## config.mk

```make
export PLATFORM = sky130hd
export DESIGN_NAME = fsr_status
export DESIGN_NICKNAME = d
export VERILOG_FILES = /design/src/core/fsr_pkg.sv /design/src/core/fsr_sync.sv /design/src/core/fsr_status.sv
export SDC_FILE = /design/constraint.sdc
export NUM_CORES = 1
export LEC_CHECK = 0
export BUFFER_PORTS_ARGS = -buffer_cell sky130_fd_sc_hd__buf_2
export CORE_ASPECT_RATIO = 0.5
export CORE_MARGIN = 8
export CORE_UTILIZATION = 45
export CTS_CLUSTER_SIZE = 10
export DETAILED_ROUTE_END_ITERATION = 8
export PLACE_DENSITY = 0.72
export SYNTH_ARGS = -nofsm -noshare
export SYNTH_HDL_FRONTEND = slang
export SYNTH_SLANG_ARGS = --single-unit
```

## constraint.sdc

```tcl
create_clock -name clock_i -period 2 [get_ports clock_i]
set_input_delay 0.3 -clock clock_i [delete_from_list [all_inputs] [get_ports clock_i]]
set_output_delay 0.3 -clock clock_i [all_outputs]
set_load 0.02 [all_outputs]
```

## src/core/fsr_pkg.sv

```systemverilog
// Purpose: Shared constants and types for the flash status register readout.
// Assumes: Serial mode 0 framing, most significant bit first.
// Notes: Bit positions refer to status byte one unless named otherwise.
package fsr_pkg;

    // Serial opcodes decoded by the status logic.
    localparam logic [7:0] FSR_OPC_READ_STATUS = 8'h05;
    localparam logic [7:0] FSR_OPC_WRITE_STATUS = 8'h01;

    // Field positions within status byte one.
    localparam int FSR_BIT_LOCK = 7;
    localparam int FSR_BIT_SEQ = 6;
    localparam int FSR_BIT_ERR = 5;
    localparam int FSR_BIT_WPIN = 4;
    localparam int FSR_BIT_SWP_HI = 3;
    localparam int FSR_BIT_SWP_LO = 2;
    localparam int FSR_BIT_WEL = 1;
    localparam int FSR_BIT_BUSY = 0;

    // Field positions within status byte two.
    localparam int FSR_B2_BIT_RSTEN = 4;
    localparam int FSR_B2_BIT_BUSY = 0;

    // Field positions of the status write data byte.
    localparam int FSR_WD_LOCK = 7;
    localparam int FSR_WD_GP_HI = 5;
    localparam int FSR_WD_GP_LO = 2;

    // Reset values and counts.
    localparam logic FSR_LOCK_RST = 1'b0;
    localparam logic FSR_WEL_RST = 1'b0;
    localparam logic FSR_ERR_RST = 1'b0;
    localparam logic [1:0] FSR_SWP_RST = 2'h3;
    localparam logic [7:0] FSR_STATUS_RST = 8'h0C;
    localparam logic [3:0] FSR_OPC_LAST_BIT = 4'h7;
    localparam logic [3:0] FSR_DATA_BITS = 4'h8;

    // Protocol states of the serial front end.
    typedef enum logic [2:0] {
        ST_IDLE,
        ST_OPCODE,
        ST_READ,
        ST_WRITE,
        ST_SKIP
    } fsr_state_type;

    // Synchronised pin levels.
    typedef struct packed {
        logic cs_n;
        logic sck;
        logic sdi;
        logic wp_n;
    } fsr_pins_type;

    // Whole state of the status block.
    typedef struct packed {
        fsr_state_type state;
        logic [3:0] bit_cnt;
        logic [3:0] pos;
        logic [7:0] shreg;
        logic sck_q;
        logic lock;
        logic err;
        logic write_enable_latch;
        logic [7:0] status;
        logic sdo;
        logic sdo_oe;
        logic allow;
        logic gp_valid;
        logic [3:0] gp_bits;
    } fsr_regs_type;

endpackage

```

## src/core/fsr_sync.sv

```systemverilog
// Purpose: Two flip-flop synchroniser for a group of pin levels.
// Assumes: Each bit is an independent level; no bus coherence is needed.
// Notes: The first stage feeds only the second stage.
`timescale 1ns/1ps
module fsr_sync #(
    parameter int WIDTH = 4,
    parameter logic [WIDTH-1:0] RST_VAL = '0
) (
    input wire logic clock_i, // System clock.
    input wire logic rst_i, // Asynchronous reset, active high.
    input wire logic ce_i, // Clock enable.
    input wire logic [WIDTH-1:0] async_i, // Levels from outside the domain.
    output logic [WIDTH-1:0] sync_o // Levels safe to use.
);

    logic [WIDTH-1:0] meta_r;
    logic [WIDTH-1:0] sync_r;

    // Two stages of flip-flops, frozen with the clock enable.
    always_ff @(posedge clock_i or posedge rst_i)
    begin
        if (rst_i)
        begin
            meta_r <= RST_VAL;
            sync_r <= RST_VAL;
        end
        else if (ce_i)
        begin
            meta_r <= async_i;
            sync_r <= meta_r;
        end
    end

    assign sync_o = sync_r;

endmodule // fsr_sync

```

## src/core/fsr_status.sv

```systemverilog
// Purpose: Status register logic of a serial flash: read and write of status.
// Assumes: Serial mode 0, pins sampled by clock_i, serial clock well below it.
// Notes: Flash engine signals arrive on clock_i and need no synchroniser.
`timescale 1ns/1ps
module fsr_status
    import fsr_pkg::*;
(
    input wire logic clock_i, // System clock, 200 MHz.
    input wire logic rst_i, // Asynchronous reset, active high.
    input wire logic ce_i, // Clock enable; low freezes all state.
    input wire logic cs_n_i, // Chip select pin, active low.
    input wire logic sck_i, // Serial clock pin.
    input wire logic sdi_i, // Serial data in pin.
    input wire logic wp_n_i, // Write protect pin, active low.
    input wire logic dev_reset_i, // Device reset pulse from the core.
    input wire logic busy_i, // Internal operation in progress.
    input wire logic seq_mode_i, // Sequential programming mode entered.
    input wire logic [1:0] prot_summary_i, // Sector protection summary.
    input wire logic reset_en_i, // Reset command enable for byte two.
    input wire logic op_done_i, // Pulse: erase or program finished.
    input wire logic op_fail_i, // With op_done_i: a byte failed.
    input wire logic op_abort_i, // With op_done_i: operation aborted.
    input wire logic wel_set_i, // Pulse: write enable command.
    input wire logic wel_clr_i, // Pulse: core clears write enable.
    output logic sdo_o, // Serial data out level.
    output logic sdo_oe_o, // Serial data out enable, high drives.
    output logic [7:0] status_o, // Status byte one, one cycle behind its sources; the pin bit lags wp_n_i by three.
    output logic lock_o, // Protection lock bit.
    output logic wel_o, // Write enable latch.
    output logic sector_allow_o, // Sector and global protect allowed.
    output logic gp_valid_o, // Pulse: global protect request.
    output logic [3:0] gp_bits_o // Global protect request bits.
);

    fsr_pins_type pins_raw;
    fsr_pins_type pins;
    fsr_regs_type s_r;
    fsr_regs_type s_nxt;
    logic sck_rise;
    logic sck_fall;
    logic [7:0] byte_one;
    logic [7:0] byte_two;
    logic [15:0] word;
    logic [7:0] opc;
    logic new_lock;

    // Gather pin levels for the synchroniser.
    always_comb
    begin
        pins_raw.cs_n = cs_n_i;
        pins_raw.sck = sck_i;
        pins_raw.sdi = sdi_i;
        pins_raw.wp_n = wp_n_i;
    end

    // Pins cross into the clock domain through two flip-flops each.
    // All four pins share one delay, so data in keeps its place against the clock.
    // Reset levels match an idle link: deselected, clock low, protect pin released.
    fsr_sync #(
        .WIDTH(4),
        .RST_VAL(4'h9)
    ) fsr_sync_inst (
        .clock_i(clock_i),
        .rst_i(rst_i),
        .ce_i(ce_i),
        .async_i(pins_raw),
        .sync_o(pins)
    );

    // Serial clock edges found from the synchronised level.
    // Each serial clock phase must span several system clocks, or edges are lost.
    assign sck_rise = pins.sck & ~s_r.sck_q;
    assign sck_fall = ~pins.sck & s_r.sck_q;

    // Live status bytes, rebuilt every cycle from current state.
    // Nothing is latched at opcode time, so a long read tracks every change.
    always_comb
    begin
        byte_one = 8'h00;
        byte_one[FSR_BIT_LOCK] = s_r.lock;
        byte_one[FSR_BIT_SEQ] = seq_mode_i;
        byte_one[FSR_BIT_ERR] = s_r.err;
        byte_one[FSR_BIT_WPIN] = pins.wp_n;
        byte_one[FSR_BIT_SWP_HI:FSR_BIT_SWP_LO] = prot_summary_i;
        byte_one[FSR_BIT_WEL] = s_r.write_enable_latch;
        byte_one[FSR_BIT_BUSY] = busy_i;
        // Byte two carries only the reset enable and a copy of busy.
        byte_two = 8'h00;
        byte_two[FSR_B2_BIT_RSTEN] = reset_en_i;
        byte_two[FSR_B2_BIT_BUSY] = busy_i;
        word = {byte_one, byte_two};
    end

    // Opcode as it stands once the last opcode bit is shifted in.
    assign opc = {s_r.shreg[6:0], pins.sdi};

    // Lock value a status write would produce, honouring the pin.
    // An asserted pin lets the lock rise but never fall.
    always_comb
    begin
        if (!pins.wp_n)
        begin
            new_lock = s_r.lock | s_r.shreg[FSR_WD_LOCK];
        end
        else
        begin
            new_lock = s_r.shreg[FSR_WD_LOCK];
        end
    end

    // Next state of the whole block.
    // Fields not touched below keep their value, so each branch names only changes.
    always_comb
    begin
        s_nxt = s_r;
        s_nxt.sck_q = pins.sck;
        s_nxt.gp_valid = 1'b0;
        s_nxt.status = byte_one;
        // The protection gate lags the lock by one cycle, like the lock bit of status_o.
        s_nxt.allow = ~s_r.lock;

        // Error flag rewritten at the end of each operation; aborts leave it low.
        // A failure that arrives with an abort is treated as an abort.
        if (op_done_i)
        begin
            s_nxt.err = op_fail_i & ~op_abort_i;
        end

        // Write enable latch: a set arriving with a clear wins.
        // The clear is applied first so that the later set overrides it.
        if (wel_clr_i)
        begin
            s_nxt.write_enable_latch = 1'b0;
        end
        if (wel_set_i)
        begin
            s_nxt.write_enable_latch = 1'b1;
        end

        case (s_r.state)
            ST_IDLE:
            begin
                // The output stays released until an opcode has been decoded.
                s_nxt.sdo_oe = 1'b0;
                if (!pins.cs_n)
                begin
                    s_nxt.state = ST_OPCODE;
                    s_nxt.bit_cnt = 4'h0;
                end
            end
            ST_OPCODE:
            begin
                // Opcode bits sampled on rising serial clock.
                // Data in passes the same synchroniser, so it is settled at that edge.
                if (sck_rise)
                begin
                    s_nxt.shreg = opc;
                    s_nxt.bit_cnt = s_r.bit_cnt + 4'h1;
                    if (s_r.bit_cnt == FSR_OPC_LAST_BIT)
                    begin
                        // The counter is reused for the data byte of a status write.
                        s_nxt.bit_cnt = 4'h0;
                        if (opc == FSR_OPC_READ_STATUS)
                        begin
                            // Accepted regardless of busy.
                            s_nxt.state = ST_READ;
                            s_nxt.pos = 4'h0;
                        end
                        else if (opc == FSR_OPC_WRITE_STATUS)
                        begin
                            s_nxt.state = ST_WRITE;
                        end
                        else
                        begin
                            s_nxt.state = ST_SKIP;
                        end
                    end
                end
            end
            ST_READ:
            begin
                // One bit per falling clock, top bit first, wrapping.
                // The bit shows on the third system clock edge after the pin edge.
                // The host must sample no earlier than its next rising edge.
                if (sck_fall)
                begin
                    s_nxt.sdo = word[~s_r.pos];
                    s_nxt.sdo_oe = 1'b1;
                    s_nxt.pos = s_r.pos + 4'h1;
                end
            end
            ST_WRITE:
            begin
                // One data byte kept; further bytes are ignored.
                // Counting stops at eight, so a longer frame still applies.
                if (sck_rise && (s_r.bit_cnt != FSR_DATA_BITS))
                begin
                    s_nxt.shreg = opc;
                    s_nxt.bit_cnt = s_r.bit_cnt + 4'h1;
                end
            end
            ST_SKIP:
            begin
                // Unknown opcodes wait here for release without touching the latch.
                s_nxt.sdo_oe = 1'b0;
            end
            default:
            begin
                // Unused codes of the state type fall back to idle.
                s_nxt.state = ST_IDLE;
            end
        endcase

        // Release of chip select ends any command at any bit.
        // It is checked after the case so that it overrides every state.
        if (pins.cs_n && (s_r.state != ST_IDLE))
        begin
            s_nxt.state = ST_IDLE;
            s_nxt.sdo_oe = 1'b0;
            if (s_r.state == ST_WRITE)
            begin
                // The lock bit and the global protect bits are taken from the data byte.
                // A short data byte aborts: lock kept and no protect request.
                if (s_r.write_enable_latch && (s_r.bit_cnt == FSR_DATA_BITS))
                begin
                    s_nxt.lock = new_lock;
                    s_nxt.gp_bits = s_r.shreg[FSR_WD_GP_HI:FSR_WD_GP_LO];
                    s_nxt.gp_valid = ~s_r.lock;
                end
                // Latch drops whether the write completes or aborts, unless a set arrives in that cycle.
                s_nxt.write_enable_latch = wel_set_i;
            end
        end

        // Device reset returns lock and latch to their defaults.
        // It stands last so that it beats a status write in the same cycle.
        if (dev_reset_i)
        begin
            s_nxt.lock = FSR_LOCK_RST;
            s_nxt.write_enable_latch = FSR_WEL_RST;
        end
    end

    // State register, frozen when the clock enable is low.
    // Freezing the edge detector with the rest keeps edges consistent across pauses.
    always_ff @(posedge clock_i or posedge rst_i)
    begin
        if (rst_i)
        begin
            s_r.state <= ST_IDLE;
            s_r.bit_cnt <= 4'h0;
            s_r.pos <= 4'h0;
            s_r.shreg <= 8'h00;
            s_r.sck_q <= 1'b0;
            s_r.lock <= FSR_LOCK_RST;
            s_r.err <= FSR_ERR_RST;
            s_r.write_enable_latch <= FSR_WEL_RST;
            s_r.status <= FSR_STATUS_RST;
            s_r.sdo <= 1'b0;
            s_r.sdo_oe <= 1'b0;
            s_r.allow <= 1'b1;
            s_r.gp_valid <= 1'b0;
            s_r.gp_bits <= 4'h0;
        end
        else if (ce_i)
        begin
            s_r <= s_nxt;
        end
    end

    // Outputs come straight from the state register.
    // No output is decoded combinationally, so none can glitch.
    assign sdo_o = s_r.sdo;
    assign sdo_oe_o = s_r.sdo_oe;
    assign status_o = s_r.status;
    assign lock_o = s_r.lock;
    assign wel_o = s_r.write_enable_latch;
    assign sector_allow_o = s_r.allow;
    assign gp_valid_o = s_r.gp_valid;
    assign gp_bits_o = s_r.gp_bits;

endmodule // fsr_status

```

==> insert_results.sql <==
INSERT INTO impl_metrics (metric_group, metric, value, unit) VALUES
('setup_path', 'crit_start', 's_r[32]', ''),
('cts', 'clock_edge_transition_at_the_registers_on_the_reported_setup_and_hold_paths', '0.09', 'ns'),
('floorplan', 'dieArea', '0.008208', 'mm2'),
('power', 'pwr_density_cell', '958.0', 'mW/mm2'),
('global_route', 'groute.usage.overall', '12.02', '%'),
('cts', 'cts_tree', 'yes', ''),
('setup_path', 'critical_path_cell_count', '5', ''),
('placement', 'detailed_place.area', '0.002596', 'mm2'),
('finish', 'layout_common_cells', 'dfrtp_1 (40), buf_2 (35), mux2_2 (25)', ''),
('floorplan', 'core-area', '0.005373', 'mm2'),
('floorplan', 'row_count', '19', ''),
('synth', 'syn_avg_cell_area', '11.51', 'um2'),
('sta', 'clock.fmax', '588.0', 'MHz'),
('finish', 'insertedDiodeCount', '0', ''),
('setup_path', 'cp_required', '2.19', 'ns'),
('power', 'irDropWorstVdd', '365.8', 'uV'),
('global_route', 'grt_max_degree', '26', ''),
('drt', 'drt_pre_antenna_iters', '4', ''),
('drt', 'met1Wirelength', '2131', 'um'),
('job', 'cap_violations', '0', ''),
('sta', 'finalWorstPathRequiredPeriod', '1.701', 'ns'),
('cts', 'cts-root-buf', 'clkbuf_8', ''),
('finish', 'final_design_area_no_fill', '0.002700', 'mm2'),
('placement', 'placement.setup.worst_slack', '0.3283', 'ns'),
('cts', 'cts_inserted_buffers', '5', ''),
('setup_path', 'worstReg2RegEnd', 's_r[37]', ''),
('sta', 'setup_viol', '0', ''),
('synth', 'leading_register_cell_type_out_of_synthesis', 'dfrtp_1', ''),
('cts', 'post_cts.repair.setup_buffers', '0', ''),
('setup_path', 'r2r_setup_slack', '0.30', 'ns'),
('drt', 'wire_length_on_met3', '287', 'um'),
('sta', 'worst_slew_margin_rel', '62.56', '%'),
('drt', 'drt-wirelength-per-cell', '15.16', 'um'),
('placement', 'dp.final_hpwl', '3543', 'um'),
('cts', 'clock-sinks', '47', ''),
('global_route', 'global_route_wire_length_before_repair', '7928', 'um'),
('sta', 'worst_pin_slew', '0.5538', 'ns'),
('drt', 'via_per_inst', '5.311', ''),
('finish', 'areaGrowthSynthToFinish', '10.16', '%'),
('sta', 'timing.clock.skew', '0.01086', 'ns'),
('cts', 'post_cts_hold_buffer_count', '0', ''),
('synth', 'yosys_warnings', '0', ''),
('cts', 'clk-insertion-delay-late', '0.30', 'ns'),
('setup_path', 'r2r.worst_path.cells', '5', ''),
('cts', 'h_tree_lvls', '2', ''),
('setup_path', 'worst-endpoint-arrival', '1.89', 'ns'),
('synth', 'synth-simple-area-share', '14.91', '%'),
('synth', 'muxShareOfSynthArea', '16.85', '%'),
('drt', 'drt-total-wl', '4684', 'um'),
('setup_path', 'worstPathCellList', 'ha_1 -> and4bb_1 -> a21boi_2 -> a21oi_2 -> mux2_4', ''),
('synth', 'synth-seq-cells', '47', ''),
('drt', 'drtAntennaViolNets', '0', ''),
('synth', 'synth_sequential_area_ratio', '48.34', '%'),
('sta', 'tns', '0', 'ns'),
('synth', 'synth_cells', '213', ''),
('setup_path', 'worst_path_buffer_plus_inverter_count', '0', ''),
('drt', 'drcViolationCount', '0', ''),
('global_route', 'sum_of_overflow_across_all_layers_after_global_routing', '0', ''),
('finish', 'share_of_post_route_cells_with_drive_strength_above_1', '37.71', '%'),
('setup_path', 'critPathTopFamily', 'flip-flops', ''),
('finish', 'fin_util', '50.26', '%'),
('placement', 'routabilityCongestion', '0.8329', ''),
('setup_path', 'critical_path.max_stage_delay', '0.39', 'ns'),
('setup_path', 'reg2reg_from', 's_r[32]', ''),
('drt', 'detail_route.iter0.violations', '42', ''),
('drt', 'highest_layer', 'met4', ''),
('outcome', 'status', 'complete, no violations', ''),
('hold_path', 'hp-class', 'input port to async pin', ''),
('setup_path', 'startpoint_type', 'register', ''),
('global_route', 'first_global_vias', '1661', ''),
('drt', 'dr_wl_met2', '2198', 'um');
==> cell type report <==
class	count	share of cell area, %
Clock buffer	7	3.568
Clock inverter	1	0.2780
Inverter	11	1.529
Multi-Input combinational cell	133	39.85
Sequential cell	47	43.88
Tap cell	73	3.383
Timing Repair Buffer	37	7.507
==> worst min path at each step <==
stage | to | from | slack [ns]
after floorplan | byte_one[5] | op_fail_i | 0.45
after global placement | gp_bits_o[1] | rst_i | 0.35
after detailed placement | gp_bits_o[0] | rst_i | 0.37
after CTS | gp_bits_o[0] | rst_i | 0.03
after global routing | gp_bits_o[1] | rst_i | 0.05
final | opc[6] | rst_i | 0.01
==> routing by layer <==
layer,vias up,track usage [%]
li1,794,-
met5,-,0
met1,808,14.02
met2,34,21.10
met4,0,5.085
met3,5,3.292
==> power by group <==
| group | switching (mW) | internal, mW |
|---|---|---|
| Clock | 0.317 | 0.315 |
| Combinational | 0.339 | 0.329 |
| Sequential | 0.176 | 1.11 |
==> registers in the layout (all words and copies together) (netlist names) <==
| signal | flops |
|---|---|
| byte_one | 1 |
| fsr_sync_inst.meta_r | 4 |
| fsr_sync_inst.sync_o | 4 |
| gp_bits_o | 4 |
| gp_valid_o | 1 |
| lock_o | 1 |
| opc | 7 |
| s_r | 13 |
| sdo_o | 1 |
| sdo_oe_o | 1 |
| sector_allow_o | 1 |
| status_o | 8 |
| wel_o | 1 |
==> synthesized netlist by cell type (2+ instances only) <==
| cell | number | share of area (%) |
|---|---|---|
| inv_1 | 10 | 1.5 |
| mux2_2 | 25 | 11 |
| clkbuf_1 | 2 | 0.31 |
| dfrtp_1 | 40 | 41 |
| mux2_1 | 5 | 2.3 |
| a21oi_1 | 7 | 1.4 |
| nand3_1 | 7 | 1.4 |
| nor2_1 | 8 | 1.2 |
| nor2b_1 | 4 | 1.0 |
| nand2b_1 | 2 | 0.51 |
| buf_2 | 5 | 1.0 |
| nand3b_1 | 5 | 1.5 |
| and3_1 | 2 | 0.51 |
| dfstp_2 | 7 | 7.5 |
| o22ai_1 | 2 | 0.51 |
| and2b_1 | 2 | 0.61 |
| nor3_1 | 5 | 1.0 |
| ha_1 | 3 | 1.5 |
| o21ai_1 | 4 | 0.82 |
| o21ai_0 | 5 | 1.0 |
| mux2i_1 | 6 | 2.5 |
| buf_4 | 14 | 4.3 |
| nand2_1 | 10 | 1.5 |
| a21oi_2 | 2 | 0.71 |
==> metrics by stage <==
| stage | hold slack [ns] | cells |
|---|---|---|
| finish | 0.01412 | 309 |
| floorplan | 0.4481 | 213 |
| global route | 0.04767 | 309 |
| global placement | 0.3534 | 301 |
| detailed placement | 0.3732 | 301 |
| CTS | 0.03035 | 309 |
==> kinds of logic (layout without fill, tap and decap cells) <==
kind of cell / Yosys count / count (layout)
AOI/OAI and AO/OA: 33 / 33
xor gates and xnor gates: 1 / 1
adders and majority gates: 3 / 3
buffers and inverters: 33 / 56
DFF: 47 / 47
muxes: 37 / 37
and+or+nand+nor: 59 / 59
No activity file was read; power rests on OpenSTA's default activity.
